$ cat src/vta_pkg.sv
// Purpose: Constants and types shared by the VLAN table staging registers
// Assumes: Byte-wide register port, big-endian byte order within a word
// Notes:   Table entry packs every staged field into one word
package vta_pkg;
  localparam int          ADDR_W        = 16;
  localparam int          IDX_W         = 12;
  localparam int          PORTS         = 7;
  localparam int          ENTRY_W       = 29;
  localparam logic [12:0] TABLE_DEPTH   = 13'h1000;
  // Byte addresses of the register window
  localparam logic [15:0] OFS_WORD0     = 16'h0400;
  localparam logic [15:0] OFS_UNTAG     = 16'h0404;
  localparam logic [15:0] OFS_FWD       = 16'h0408;
  localparam logic [15:0] OFS_SELECT    = 16'h040C;
  localparam logic [15:0] OFS_CTRL      = 16'h040E;
  // Field positions in the first entry word
  localparam int          POS_VALID     = 31;
  localparam int          POS_FORWARD_OPTION_BIT   = 27;
  localparam int          POS_PRIO_LO   = 24;
  localparam int          POS_MSTP_LO   = 12;
  localparam int          POS_FILTER_IDENTIFIER_LO = 0;
  // Field positions in the control byte
  localparam int          POS_START     = 7;
  localparam int          POS_ACT_LO    = 0;
  // Field positions in a packed table entry
  localparam int          ENT_VALID     = 28;
  localparam int          ENT_FORWARD_OPTION_BIT   = 27;
  localparam int          ENT_PRIO_LO   = 24;
  localparam int          ENT_MSTP_LO   = 21;
  localparam int          ENT_FILTER_IDENTIFIER_LO = 14;
  localparam int          ENT_UNTAG_LO  = 7;
  localparam int          ENT_FWD_LO    = 0;
  // Reset values
  localparam logic [7:0]  RST_BYTE      = 8'h00;
  localparam logic [11:0] RST_INDEX     = 12'h000;

  typedef enum logic [1:0] {
    VTA_ACT_NOP   = 2'b00,
    VTA_ACT_WRITE = 2'b01,
    VTA_ACT_READ  = 2'b10,
    VTA_ACT_CLEAR = 2'b11
  } vta_action_t;

  typedef enum logic [1:0] {
    VTA_SRC_ALU     = 2'b00,
    VTA_SRC_PORTMAP = 2'b01,
    VTA_SRC_BOTH    = 2'b10,
    VTA_SRC_UNKNOWN = 2'b11
  } vta_fwd_src_t;

  typedef enum logic [1:0] {
    VTA_ST_IDLE   = 2'b00,
    VTA_ST_ACCESS = 2'b01,
    VTA_ST_CLEAR  = 2'b10
  } vta_state_t;
endpackage : vta_pkg

$ cat src/vta_regs.sv
// Purpose: Staging registers and sequencer for one VLAN table entry access
// Assumes: Table memory answers each request with a one-cycle ack
// Notes:   Also decodes a looked-up entry into forwarding and untag maps
// What this block does
// - An entry counts as valid only when its valid bit is 1.
// - With the forward option set, frames go to the entry's own forward map.
// - With the forward option clear, ports come from lookup map, port map, both, or unknown handling.
// - Priority is three bits at 26:24 of the first entry word.
// - Spanning tree instance index is three bits at 14:12 of the first entry word.
// - A seven-bit filter identifier is kept per entry and passed on for address hashing.
// - Ports set in the untag map strip the tag on egress, others keep it.
// - Map bits 0 to 6 stand for switch ports 1 to 7.
// - The forward map is applied only when the forward option is set.
// - A 12-bit index in bits 11:0 of the select register picks the entry for the next action.
// - Writing 1 to start launches an action and hardware clears it when done.
// - Action 00 does nothing, 01 writes, 10 reads, 11 clears every entry.
`timescale 1ns/10ps
module vta_regs
  import vta_pkg::*;
#(
  parameter int PORTS_P = vta_pkg::PORTS
)(
  input  wire logic                          i_clock,      // 125 MHz core clock
  input  wire logic                          i_nrst,       // Async reset, active low
  input  wire logic [vta_pkg::ADDR_W-1:0]    i_reg_addr,   // Register byte address
  input  wire logic                          i_reg_wr,     // Byte write strobe
  input  wire logic [7:0]                    i_reg_wdata,  // Byte write data
  input  wire logic                          i_reg_rd,     // Byte read strobe
  output logic      [7:0]                    o_reg_rdata,  // Byte read data
  output logic                               o_tbl_req,    // Table access request
  output logic                               o_tbl_we,     // Table write enable
  output logic      [vta_pkg::IDX_W-1:0]     o_tbl_addr,   // Table entry address
  output logic      [vta_pkg::ENTRY_W-1:0]   o_tbl_wdata,  // Table write data
  input  wire logic [vta_pkg::ENTRY_W-1:0]   i_tbl_rdata,  // Table read data
  input  wire logic                          i_tbl_ack,    // Table access done
  output logic                               o_busy,       // Action in progress
  input  wire logic                          i_lkp_valid,  // Looked-up entry present
  input  wire logic [vta_pkg::ENTRY_W-1:0]   i_lkp_entry,  // Looked-up entry
  input  wire logic [1:0]                    i_fwd_src,    // Fallback port source
  input  wire logic [PORTS_P-1:0]            i_alu_map,    // Address lookup ports
  input  wire logic [PORTS_P-1:0]            i_vlan_map,   // Port VLAN membership
  input  wire logic [PORTS_P-1:0]            i_unknown_map, // Unknown unicast/multicast ports
  output logic                               o_lkp_hit,    // Entry was valid
  output logic      [PORTS_P-1:0]            o_fwd_ports,  // Forward ports, bit0 is port 1
  output logic      [PORTS_P-1:0]            o_untag_ports, // Untag ports, bit0 is port 1
  output logic      [2:0]                    o_lkp_prio,   // Entry priority
  output logic      [2:0]                    o_lkp_mstp,   // Entry spanning tree index
  output logic      [6:0]                    o_lkp_filter_identifier // Filter identifier for hashing
);
  import vta_pkg::*;

  logic                 rst_meta_reg;
  logic                 rst_sync_reg;
  logic                 valid_reg;
  logic                 forward_option_bit_reg;
  logic [2:0]           prio_reg;
  logic [2:0]           mstp_reg;
  logic [6:0]           filter_identifier_reg;
  logic [PORTS_P-1:0]   untag_reg;
  logic [PORTS_P-1:0]   fwd_reg;
  logic [IDX_W-1:0]     index_reg;
  logic                 start_reg;
  vta_action_t          action_reg;
  vta_state_t           state_reg;
  vta_state_t           state_next;
  logic [IDX_W-1:0]     clr_cnt_reg;
  logic [31:0]          word0;
  logic [31:0]          word_untag;
  logic [31:0]          word_fwd;
  logic [15:0]          word_sel;
  logic                 ctrl_wr;
  logic                 stage_wr;
  logic                 rd_ack;
  logic [ENTRY_W-1:0]   staged_entry;
  logic [7:0]           rd_byte;
  logic                 lkp_forward_option_bit;
  logic [PORTS_P-1:0]   fallback_map;

  // Reset release through two flops
  always_ff @(posedge i_clock or negedge i_nrst)
  begin
    if (!i_nrst)
    begin
      rst_meta_reg <= 1'b0;
      rst_sync_reg <= 1'b0;
    end
    else
    begin
      rst_meta_reg <= 1'b1;
      rst_sync_reg <= rst_meta_reg;
    end
  end

  // Ignored once start is set, so an action cannot lose its start bit
  assign ctrl_wr  = i_reg_wr && (i_reg_addr == OFS_CTRL) && (state_reg == VTA_ST_IDLE) && !start_reg;
  // Staging frozen while an action runs
  assign stage_wr = i_reg_wr && (state_reg == VTA_ST_IDLE) && !start_reg;
  assign rd_ack   = (state_reg == VTA_ST_ACCESS) && i_tbl_ack && !o_tbl_we;

  // Word views, reserved bits zero
  assign word0      = {valid_reg, 3'b000, forward_option_bit_reg, prio_reg, 9'h000,
                       mstp_reg, 5'h00, filter_identifier_reg};
  assign word_untag = {{(32-PORTS_P){1'b0}}, untag_reg};
  assign word_fwd   = {{(32-PORTS_P){1'b0}}, fwd_reg};
  assign word_sel   = {4'h0, index_reg};

  assign staged_entry = {valid_reg, forward_option_bit_reg, prio_reg, mstp_reg,
                         filter_identifier_reg, untag_reg, fwd_reg};

  // Staging fields: byte writes, or loaded by a read action
  always_ff @(posedge i_clock or negedge rst_sync_reg)
  begin
    if (!rst_sync_reg)
    begin
      valid_reg             <= 1'b0;
      forward_option_bit_reg <= 1'b0;
      prio_reg              <= 3'h0;
      mstp_reg              <= 3'h0;
      filter_identifier_reg <= 7'h00;
      untag_reg             <= '0;
      fwd_reg               <= '0;
    end
    else if (rd_ack)
    begin
      valid_reg             <= i_tbl_rdata[ENT_VALID];
      forward_option_bit_reg <= i_tbl_rdata[ENT_FORWARD_OPTION_BIT];
      prio_reg              <= i_tbl_rdata[ENT_PRIO_LO +: 3];
      mstp_reg              <= i_tbl_rdata[ENT_MSTP_LO +: 3];
      filter_identifier_reg <= i_tbl_rdata[ENT_FILTER_IDENTIFIER_LO +: 7];
      untag_reg             <= i_tbl_rdata[ENT_UNTAG_LO +: PORTS_P];
      fwd_reg               <= i_tbl_rdata[ENT_FWD_LO +: PORTS_P];
    end
    else if (stage_wr)
    begin
      case (i_reg_addr)
        OFS_WORD0:
        begin
          valid_reg <= i_reg_wdata[POS_VALID-24];
          forward_option_bit_reg <= i_reg_wdata[POS_FORWARD_OPTION_BIT-24];
          prio_reg  <= i_reg_wdata[POS_PRIO_LO-24 +: 3];
        end
        OFS_WORD0 + 16'h0002: mstp_reg <= i_reg_wdata[POS_MSTP_LO-8 +: 3];
        OFS_WORD0 + 16'h0003: filter_identifier_reg <= i_reg_wdata[POS_FILTER_IDENTIFIER_LO +: 7];
        OFS_UNTAG + 16'h0003: untag_reg <= i_reg_wdata[PORTS_P-1:0];
        OFS_FWD + 16'h0003:   fwd_reg   <= i_reg_wdata[PORTS_P-1:0];
        default:              ;
      endcase
    end
  end

  // Entry index
  always_ff @(posedge i_clock or negedge rst_sync_reg)
  begin
    if (!rst_sync_reg)
      index_reg <= RST_INDEX;
    else if (stage_wr && i_reg_addr == OFS_SELECT)
      index_reg[11:8] <= i_reg_wdata[3:0];
    else if (stage_wr && i_reg_addr == OFS_SELECT + 16'h0001)
      index_reg[7:0] <= i_reg_wdata;
  end

  // Control byte: start is self-clearing
  always_ff @(posedge i_clock or negedge rst_sync_reg)
  begin
    if (!rst_sync_reg)
    begin
      start_reg  <= 1'b0;
      action_reg <= VTA_ACT_NOP;
    end
    else if (ctrl_wr)
    begin
      start_reg  <= i_reg_wdata[POS_START];
      action_reg <= vta_action_t'(i_reg_wdata[POS_ACT_LO +: 2]);
    end
    else if (start_reg && state_next == VTA_ST_IDLE)
      start_reg <= 1'b0;
  end

  always_comb
  begin
    state_next = state_reg;
    case (state_reg)
      VTA_ST_IDLE:
      begin
        if (start_reg)
        begin
          case (action_reg)
            VTA_ACT_WRITE, VTA_ACT_READ: state_next = VTA_ST_ACCESS;
            VTA_ACT_CLEAR:               state_next = VTA_ST_CLEAR;
            default:                     state_next = VTA_ST_IDLE;
          endcase
        end
      end
      VTA_ST_ACCESS:
        if (i_tbl_ack)
          state_next = VTA_ST_IDLE;
      VTA_ST_CLEAR:
        if (i_tbl_ack && clr_cnt_reg == IDX_W'(TABLE_DEPTH - 13'h0001))
          state_next = VTA_ST_IDLE;
      default: state_next = VTA_ST_IDLE;
    endcase
  end

  always_ff @(posedge i_clock or negedge rst_sync_reg)
  begin
    if (!rst_sync_reg)
      state_reg <= VTA_ST_IDLE;
    else
      state_reg <= state_next;
  end

  // Clear-all walks every entry
  always_ff @(posedge i_clock or negedge rst_sync_reg)
  begin
    if (!rst_sync_reg)
      clr_cnt_reg <= '0;
    else if (state_reg != VTA_ST_CLEAR)
      clr_cnt_reg <= '0;
    else if (i_tbl_ack)
      clr_cnt_reg <= clr_cnt_reg + IDX_W'(1);
  end

  // Table port
  always_ff @(posedge i_clock or negedge rst_sync_reg)
  begin
    if (!rst_sync_reg)
    begin
      o_tbl_req   <= 1'b0;
      o_tbl_we    <= 1'b0;
      o_tbl_addr  <= '0;
      o_tbl_wdata <= '0;
    end
    else if (state_next == VTA_ST_ACCESS && !(state_reg == VTA_ST_ACCESS && i_tbl_ack))
    begin
      o_tbl_req   <= 1'b1;
      o_tbl_we    <= (action_reg == VTA_ACT_WRITE);
      o_tbl_addr  <= index_reg;
      o_tbl_wdata <= staged_entry;
    end
    else if (state_next == VTA_ST_CLEAR)
    begin
      o_tbl_req   <= 1'b1;
      o_tbl_we    <= 1'b1;
      o_tbl_addr  <= (state_reg == VTA_ST_CLEAR && i_tbl_ack) ? clr_cnt_reg + IDX_W'(1) : clr_cnt_reg;
      o_tbl_wdata <= '0;
    end
    else
    begin
      o_tbl_req <= 1'b0;
      o_tbl_we  <= 1'b0;
    end
  end

  assign o_busy = start_reg;

  // Register read mux
  always_comb
  begin
    case (i_reg_addr)
      OFS_WORD0:              rd_byte = word0[31:24];
      OFS_WORD0 + 16'h0001:   rd_byte = word0[23:16];
      OFS_WORD0 + 16'h0002:   rd_byte = word0[15:8];
      OFS_WORD0 + 16'h0003:   rd_byte = word0[7:0];
      OFS_UNTAG + 16'h0003:   rd_byte = word_untag[7:0];
      OFS_FWD + 16'h0003:     rd_byte = word_fwd[7:0];
      OFS_SELECT:             rd_byte = word_sel[15:8];
      OFS_SELECT + 16'h0001:  rd_byte = word_sel[7:0];
      OFS_CTRL:               rd_byte = {start_reg, 5'h00, action_reg};
      default:                rd_byte = RST_BYTE;
    endcase
  end

  always_ff @(posedge i_clock or negedge rst_sync_reg)
  begin
    if (!rst_sync_reg)
      o_reg_rdata <= RST_BYTE;
    else if (i_reg_rd)
      o_reg_rdata <= rd_byte;
  end

  // Lookup decode of an entry from the table
  assign lkp_forward_option_bit = i_lkp_entry[ENT_FORWARD_OPTION_BIT];

  always_comb
  begin
    case (vta_fwd_src_t'(i_fwd_src))
      VTA_SRC_ALU:     fallback_map = i_alu_map;
      VTA_SRC_PORTMAP: fallback_map = i_vlan_map;
      VTA_SRC_BOTH:    fallback_map = i_alu_map & i_vlan_map;
      default:         fallback_map = i_unknown_map;
    endcase
  end

  always_ff @(posedge i_clock or negedge rst_sync_reg)
  begin
    if (!rst_sync_reg)
    begin
      o_lkp_hit     <= 1'b0;
      o_fwd_ports   <= '0;
      o_untag_ports <= '0;
      o_lkp_prio    <= 3'h0;
      o_lkp_mstp    <= 3'h0;
      o_lkp_filter_identifier <= 7'h00;
    end
    else if (i_lkp_valid && i_lkp_entry[ENT_VALID])
    begin
      o_lkp_hit     <= 1'b1;
      o_fwd_ports   <= lkp_forward_option_bit ? i_lkp_entry[ENT_FWD_LO +: PORTS_P] : fallback_map;
      o_untag_ports <= i_lkp_entry[ENT_UNTAG_LO +: PORTS_P];
      o_lkp_prio    <= i_lkp_entry[ENT_PRIO_LO +: 3];
      o_lkp_mstp    <= i_lkp_entry[ENT_MSTP_LO +: 3];
      o_lkp_filter_identifier <= i_lkp_entry[ENT_FILTER_IDENTIFIER_LO +: 7];
    end
    else
    begin
      o_lkp_hit     <= 1'b0;
      o_fwd_ports   <= '0;
      o_untag_ports <= '0;
    end
  end
endmodule : vta_regs

$ cat config.mk
export PLATFORM = sky130hd
export DESIGN_NAME = vta_regs
export DESIGN_NICKNAME = d
export VERILOG_FILES = /design/src/vta_pkg.sv /design/src/vta_regs.sv
export SDC_FILE = /design/constraint.sdc
export NUM_CORES = 1
export LEC_CHECK = 0
export ABC_AREA = 0
export BUFFER_PORTS_ARGS = -buffer_cell sky130_fd_sc_hd__buf_2
export CAP_MARGIN = 15
export CELL_PAD_IN_SITES_DETAIL_PLACEMENT = 1
export CELL_PAD_IN_SITES_GLOBAL_PLACEMENT = 2
export CORE_MARGIN = 2
export CORE_UTILIZATION = 35
export CTS_CLUSTER_DIAMETER = 150
export CTS_CLUSTER_SIZE = 25
export DETAILED_ROUTE_END_ITERATION = 16
export PLACE_DENSITY = 0.9
export SKIP_LAST_GASP = 1
export SYNTH_ARGS = -nofsm -noshare
export SYNTH_HDL_FRONTEND = slang
export SYNTH_SLANG_ARGS = --single-unit
$ cat constraint.sdc
create_clock -name i_clock -period 7.5 [get_ports i_clock]
set_input_delay 1.5 -clock i_clock [delete_from_list [all_inputs] [get_ports i_clock]]
set_output_delay 1.5 -clock i_clock [all_outputs]
set_load 0.01 [all_outputs]
==> results.md <==
* Placer Congestion at 0.873
* Fin util at 45.3%
* Post-Layout Cell Count at 1009
* Worst-skew pair later-pin latency at 0.42 ns
* Ys async rst share at 100%
* Grt ovf at 0
* Design Area, Final at 8200 µm²
* Clk Tree Root Cell: clkbuf_16
* Netlist cell types at 55
* N_diodes at 0
* Synth top cells by count: 139 x dfrtp_1, 54 x nor2_1, 45 x mux2i_1, 43 x nand2_1, 34 x a22o_1
* Core area at 18100 µm²
* Final setup fails at 0
* Total number of vias at 5404
* Total negative slack at 0 ns
* EDFF count, synth at 0
* Post-synth design cell area at 6510 µm²
* Detail Route Antenna Nets at 0
* DRT Pass-1 Iters at 4
* Lkg Pwr at 0.00407 µW
* Clk slew on worst S/H paths at 0.06 ns
* Synth warnings at 0
* Initial core utilization at 36.0%
* Mapped Cells at 590
* Peak supply drop at 0.149 mV
* Nets at 881
* Synth Area per Inst at 11.0 µm²
* Hold buffer count at cts at 0
* Share of cells above drive strength 1 at 32.8%
* Port bufs at 190
* Met2 Wirelength at 9.98 mm
* Fmax at 306 MHz
* PwrDens at 212 nW/µm²
* Cts bufs inserted at 17
* Top cell type's share of synthesized area at 53.4%
* Die H at 140 µm
* Per-cell routed wire length at 19.9 µm
* Synth Flop Type: dfrtp_1
* Placed Cells incl. Taps at 977
* Met3 wire length at 1.14 mm
* Clk sinks at 139
* Final wirelength at 20.1 mm
* First-pass GRT wire length at 32.1 mm
* Biggest register: o_tbl_wdata
* Via-per-instance ratio at 5.36
* Die Area at 19700 µm²
* Final hold violations at 0
* Multi-input gate area in the final layout at 2790 µm²
* DR iter-0 viols at 329
* Die width at 140 µm
* Largest cells by area after synthesis: dfrtp_1 53%, mux2i_1 6.9%, a22o_1 4.6%, mux2_2 3.1%, nor2_1 3.1%
* Area Growth Syn to Fin at 25.9%
* Seq/Total Area, Yosys at 53.4%
* Residual DRC at 0
* Critical path type: in -> reg
* Status: complete, no violations
* WL met1 at 8.45 mm
* Vias in the first global route at 5848
* CP max FO at 30
* Top Metal Used: met4
* Initial antenna violation count at 0
* Yosys reg bits at 139
* Hold Crit Class: reg -> reg
* CTS tree: yes
* Final Max Tran Viols at 0
* H-tree depth at 4
* Final worst path period need at 3.27 ns
* CTS resizes at 0
* Critical path startpoint category: primary input
* Largest net degree at the start of global routing at 76
* Dpl hpwl at 14.9 mm
* Max reg flops at 29
* Area leader, netlist: dfrtp_1
* Worst endpoint data arrival time at 3.50 ns
* Post-Place Cell Area at 7610 µm²
* CP Capture Type: register
* Sequential cell area at 3480 µm²
* Fill count at 2062
* Setup Buffers After CTS at 0
* Max-cap viol count at 0
* Final Cycle Share at 43.6%
* WP data required at 7.73 ns
* Site Rows at 49
* Longest Clk Path Bufs at 2
* All-layer global routing usage at 20.9%
* Dpl ws at 3.81 ns
* RSZ-0062 raised after global routing: no
* I/O pin count at 191
* Setup slack after layout at 4.23 ns
* Most frequent cell after synthesis: dfrtp_1
* Least-Margin Pin Slew at 0.997 ns
* Synth Net Count at 704
* Slew Limit Headroom at 33.3%
* Clock skew at 0.00593 ns
cell usage in the layout (no fill, tap or decap), drive strengths merged, types with 2 or more instances in the layout:
master | netlist | routed
o22ai | 7 | 7
or2 | 3 | 3
dfrtp | 139 | 139
clkbuf | 21 | 25
a21o | 4 | 4
nor4 | 5 | 5
clkinv | 0 | 4
mux2 | 18 | 18
inv | 20 | 20
a211oi | 7 | 7
a22o | 34 | 34
a221oi | 16 | 16
buf | 15 | 194
xor2 | 10 | 10
nand2 | 43 | 43
bufinv | 0 | 3
nand4 | 9 | 9
mux2i | 45 | 45
nand2b | 3 | 3
or4 | 2 | 2
nand3b | 2 | 2
nor3b | 2 | 2
nor4b | 4 | 4
and3 | 9 | 9
a21oi | 18 | 18
o21ai | 38 | 38
xnor2 | 12 | 12
o32ai | 2 | 2
nor2b | 2 | 2
o2bb2ai | 6 | 6
a32oi | 4 | 4
nor3 | 13 | 13
nor2 | 55 | 55
ha | 3 | 3
nand3 | 10 | 10
power by group:
part	switching [µW]	leakage (µW)	internal, µW	total, µW
Clock	305	0.000289	540	844
Sequential	14.7	0.00185	765	780
Combinational	63.9	0.00193	51.9	116
Total	383	0.00407	1360	1740
cells by family (layout without fill, tap and decap cells):
group                      after synthesis  in the layout  synth area share [%]
xor gates and xnor gates                22             22                  2.96
DFF                                    139            139                  53.4
adders and majority gates                3              3                 0.576
and+or+nand+nor                        167            167                  14.1
muxes                                   63             63                  10.0
other                                    1              1                0.0576
AOI/OAI and AO/OA                      139            139                  15.0
buffers and inverters                   56            246                  3.84
worst paths after layout:
kind / from / end / slack, ns / cells past startpoint
min reg2reg: rst_meta_reg$_DFF_PN0_ / rst_sync_reg$_DFF_PN0_ / 0.37 / 0
min in group asynchronous: rst_sync_reg$_DFF_PN0_ / o_tbl_wdata[5]$_DFFE_PN0P_ / 0.50 / 0
max reg2reg: action_reg[1]$_DFFE_PN0P_ / o_tbl_addr[6]$_DFFE_PN0P_ / 4.62 / 10
max: i_tbl_ack / o_tbl_addr[6]$_DFFE_PN0P_ / 4.23 / 9
max in group asynchronous: rst_sync_reg$_DFF_PN0_ / index_reg[5]$_DFFE_PN0P_ / 5.61 / 1
min: rst_meta_reg$_DFF_PN0_ / rst_sync_reg$_DFF_PN0_ / 0.37 / 0
worst max-delay path, cell delays in order:
cell and delay, ns:
buf_2 0.20, nand4_1 0.12, nor4_1 0.37, nor2_1 0.35, nor2_2 0.17, buf_4 0.36
inv_2 0.20, nor2_1 0.15, a221oi_1 0.07
final cells by class:
cell class | count | share of cell area (%)
Clock buffer | 25 | 5.80
Clock inverter | 7 | 1.39
Inverter | 20 | 0.915
Multi-Input combinational cell | 395 | 34.0
Sequential cell | 139 | 42.5
Tap cell | 229 | 3.49
Timing Repair Buffer | 194 | 12.0
through the flow:
| stage | power, µW | hold WS, ns |
|---|---|---|
| 2_1_floorplan | 843 | 0.331 |
| 3_3_place_gp | 905 | 0.337 |
| 3_5_place_dp | 910 | 0.356 |
| 4_1_cts | 1760 | 0.368 |
| 5_1_grt | 1810 | 0.382 |
| 6_report | 1740 | 0.365 |
routing by layer:
metal | global-route usage (%) | up-vias
met5 | 0 | -
met4 | 7.07 | 0
met3 | 5.61 | 36
met2 | 35.3 | 179
met1 | 25.9 | 2703
li1 | - | 2486
No activity file was read; power rests on OpenSTA's default activity.
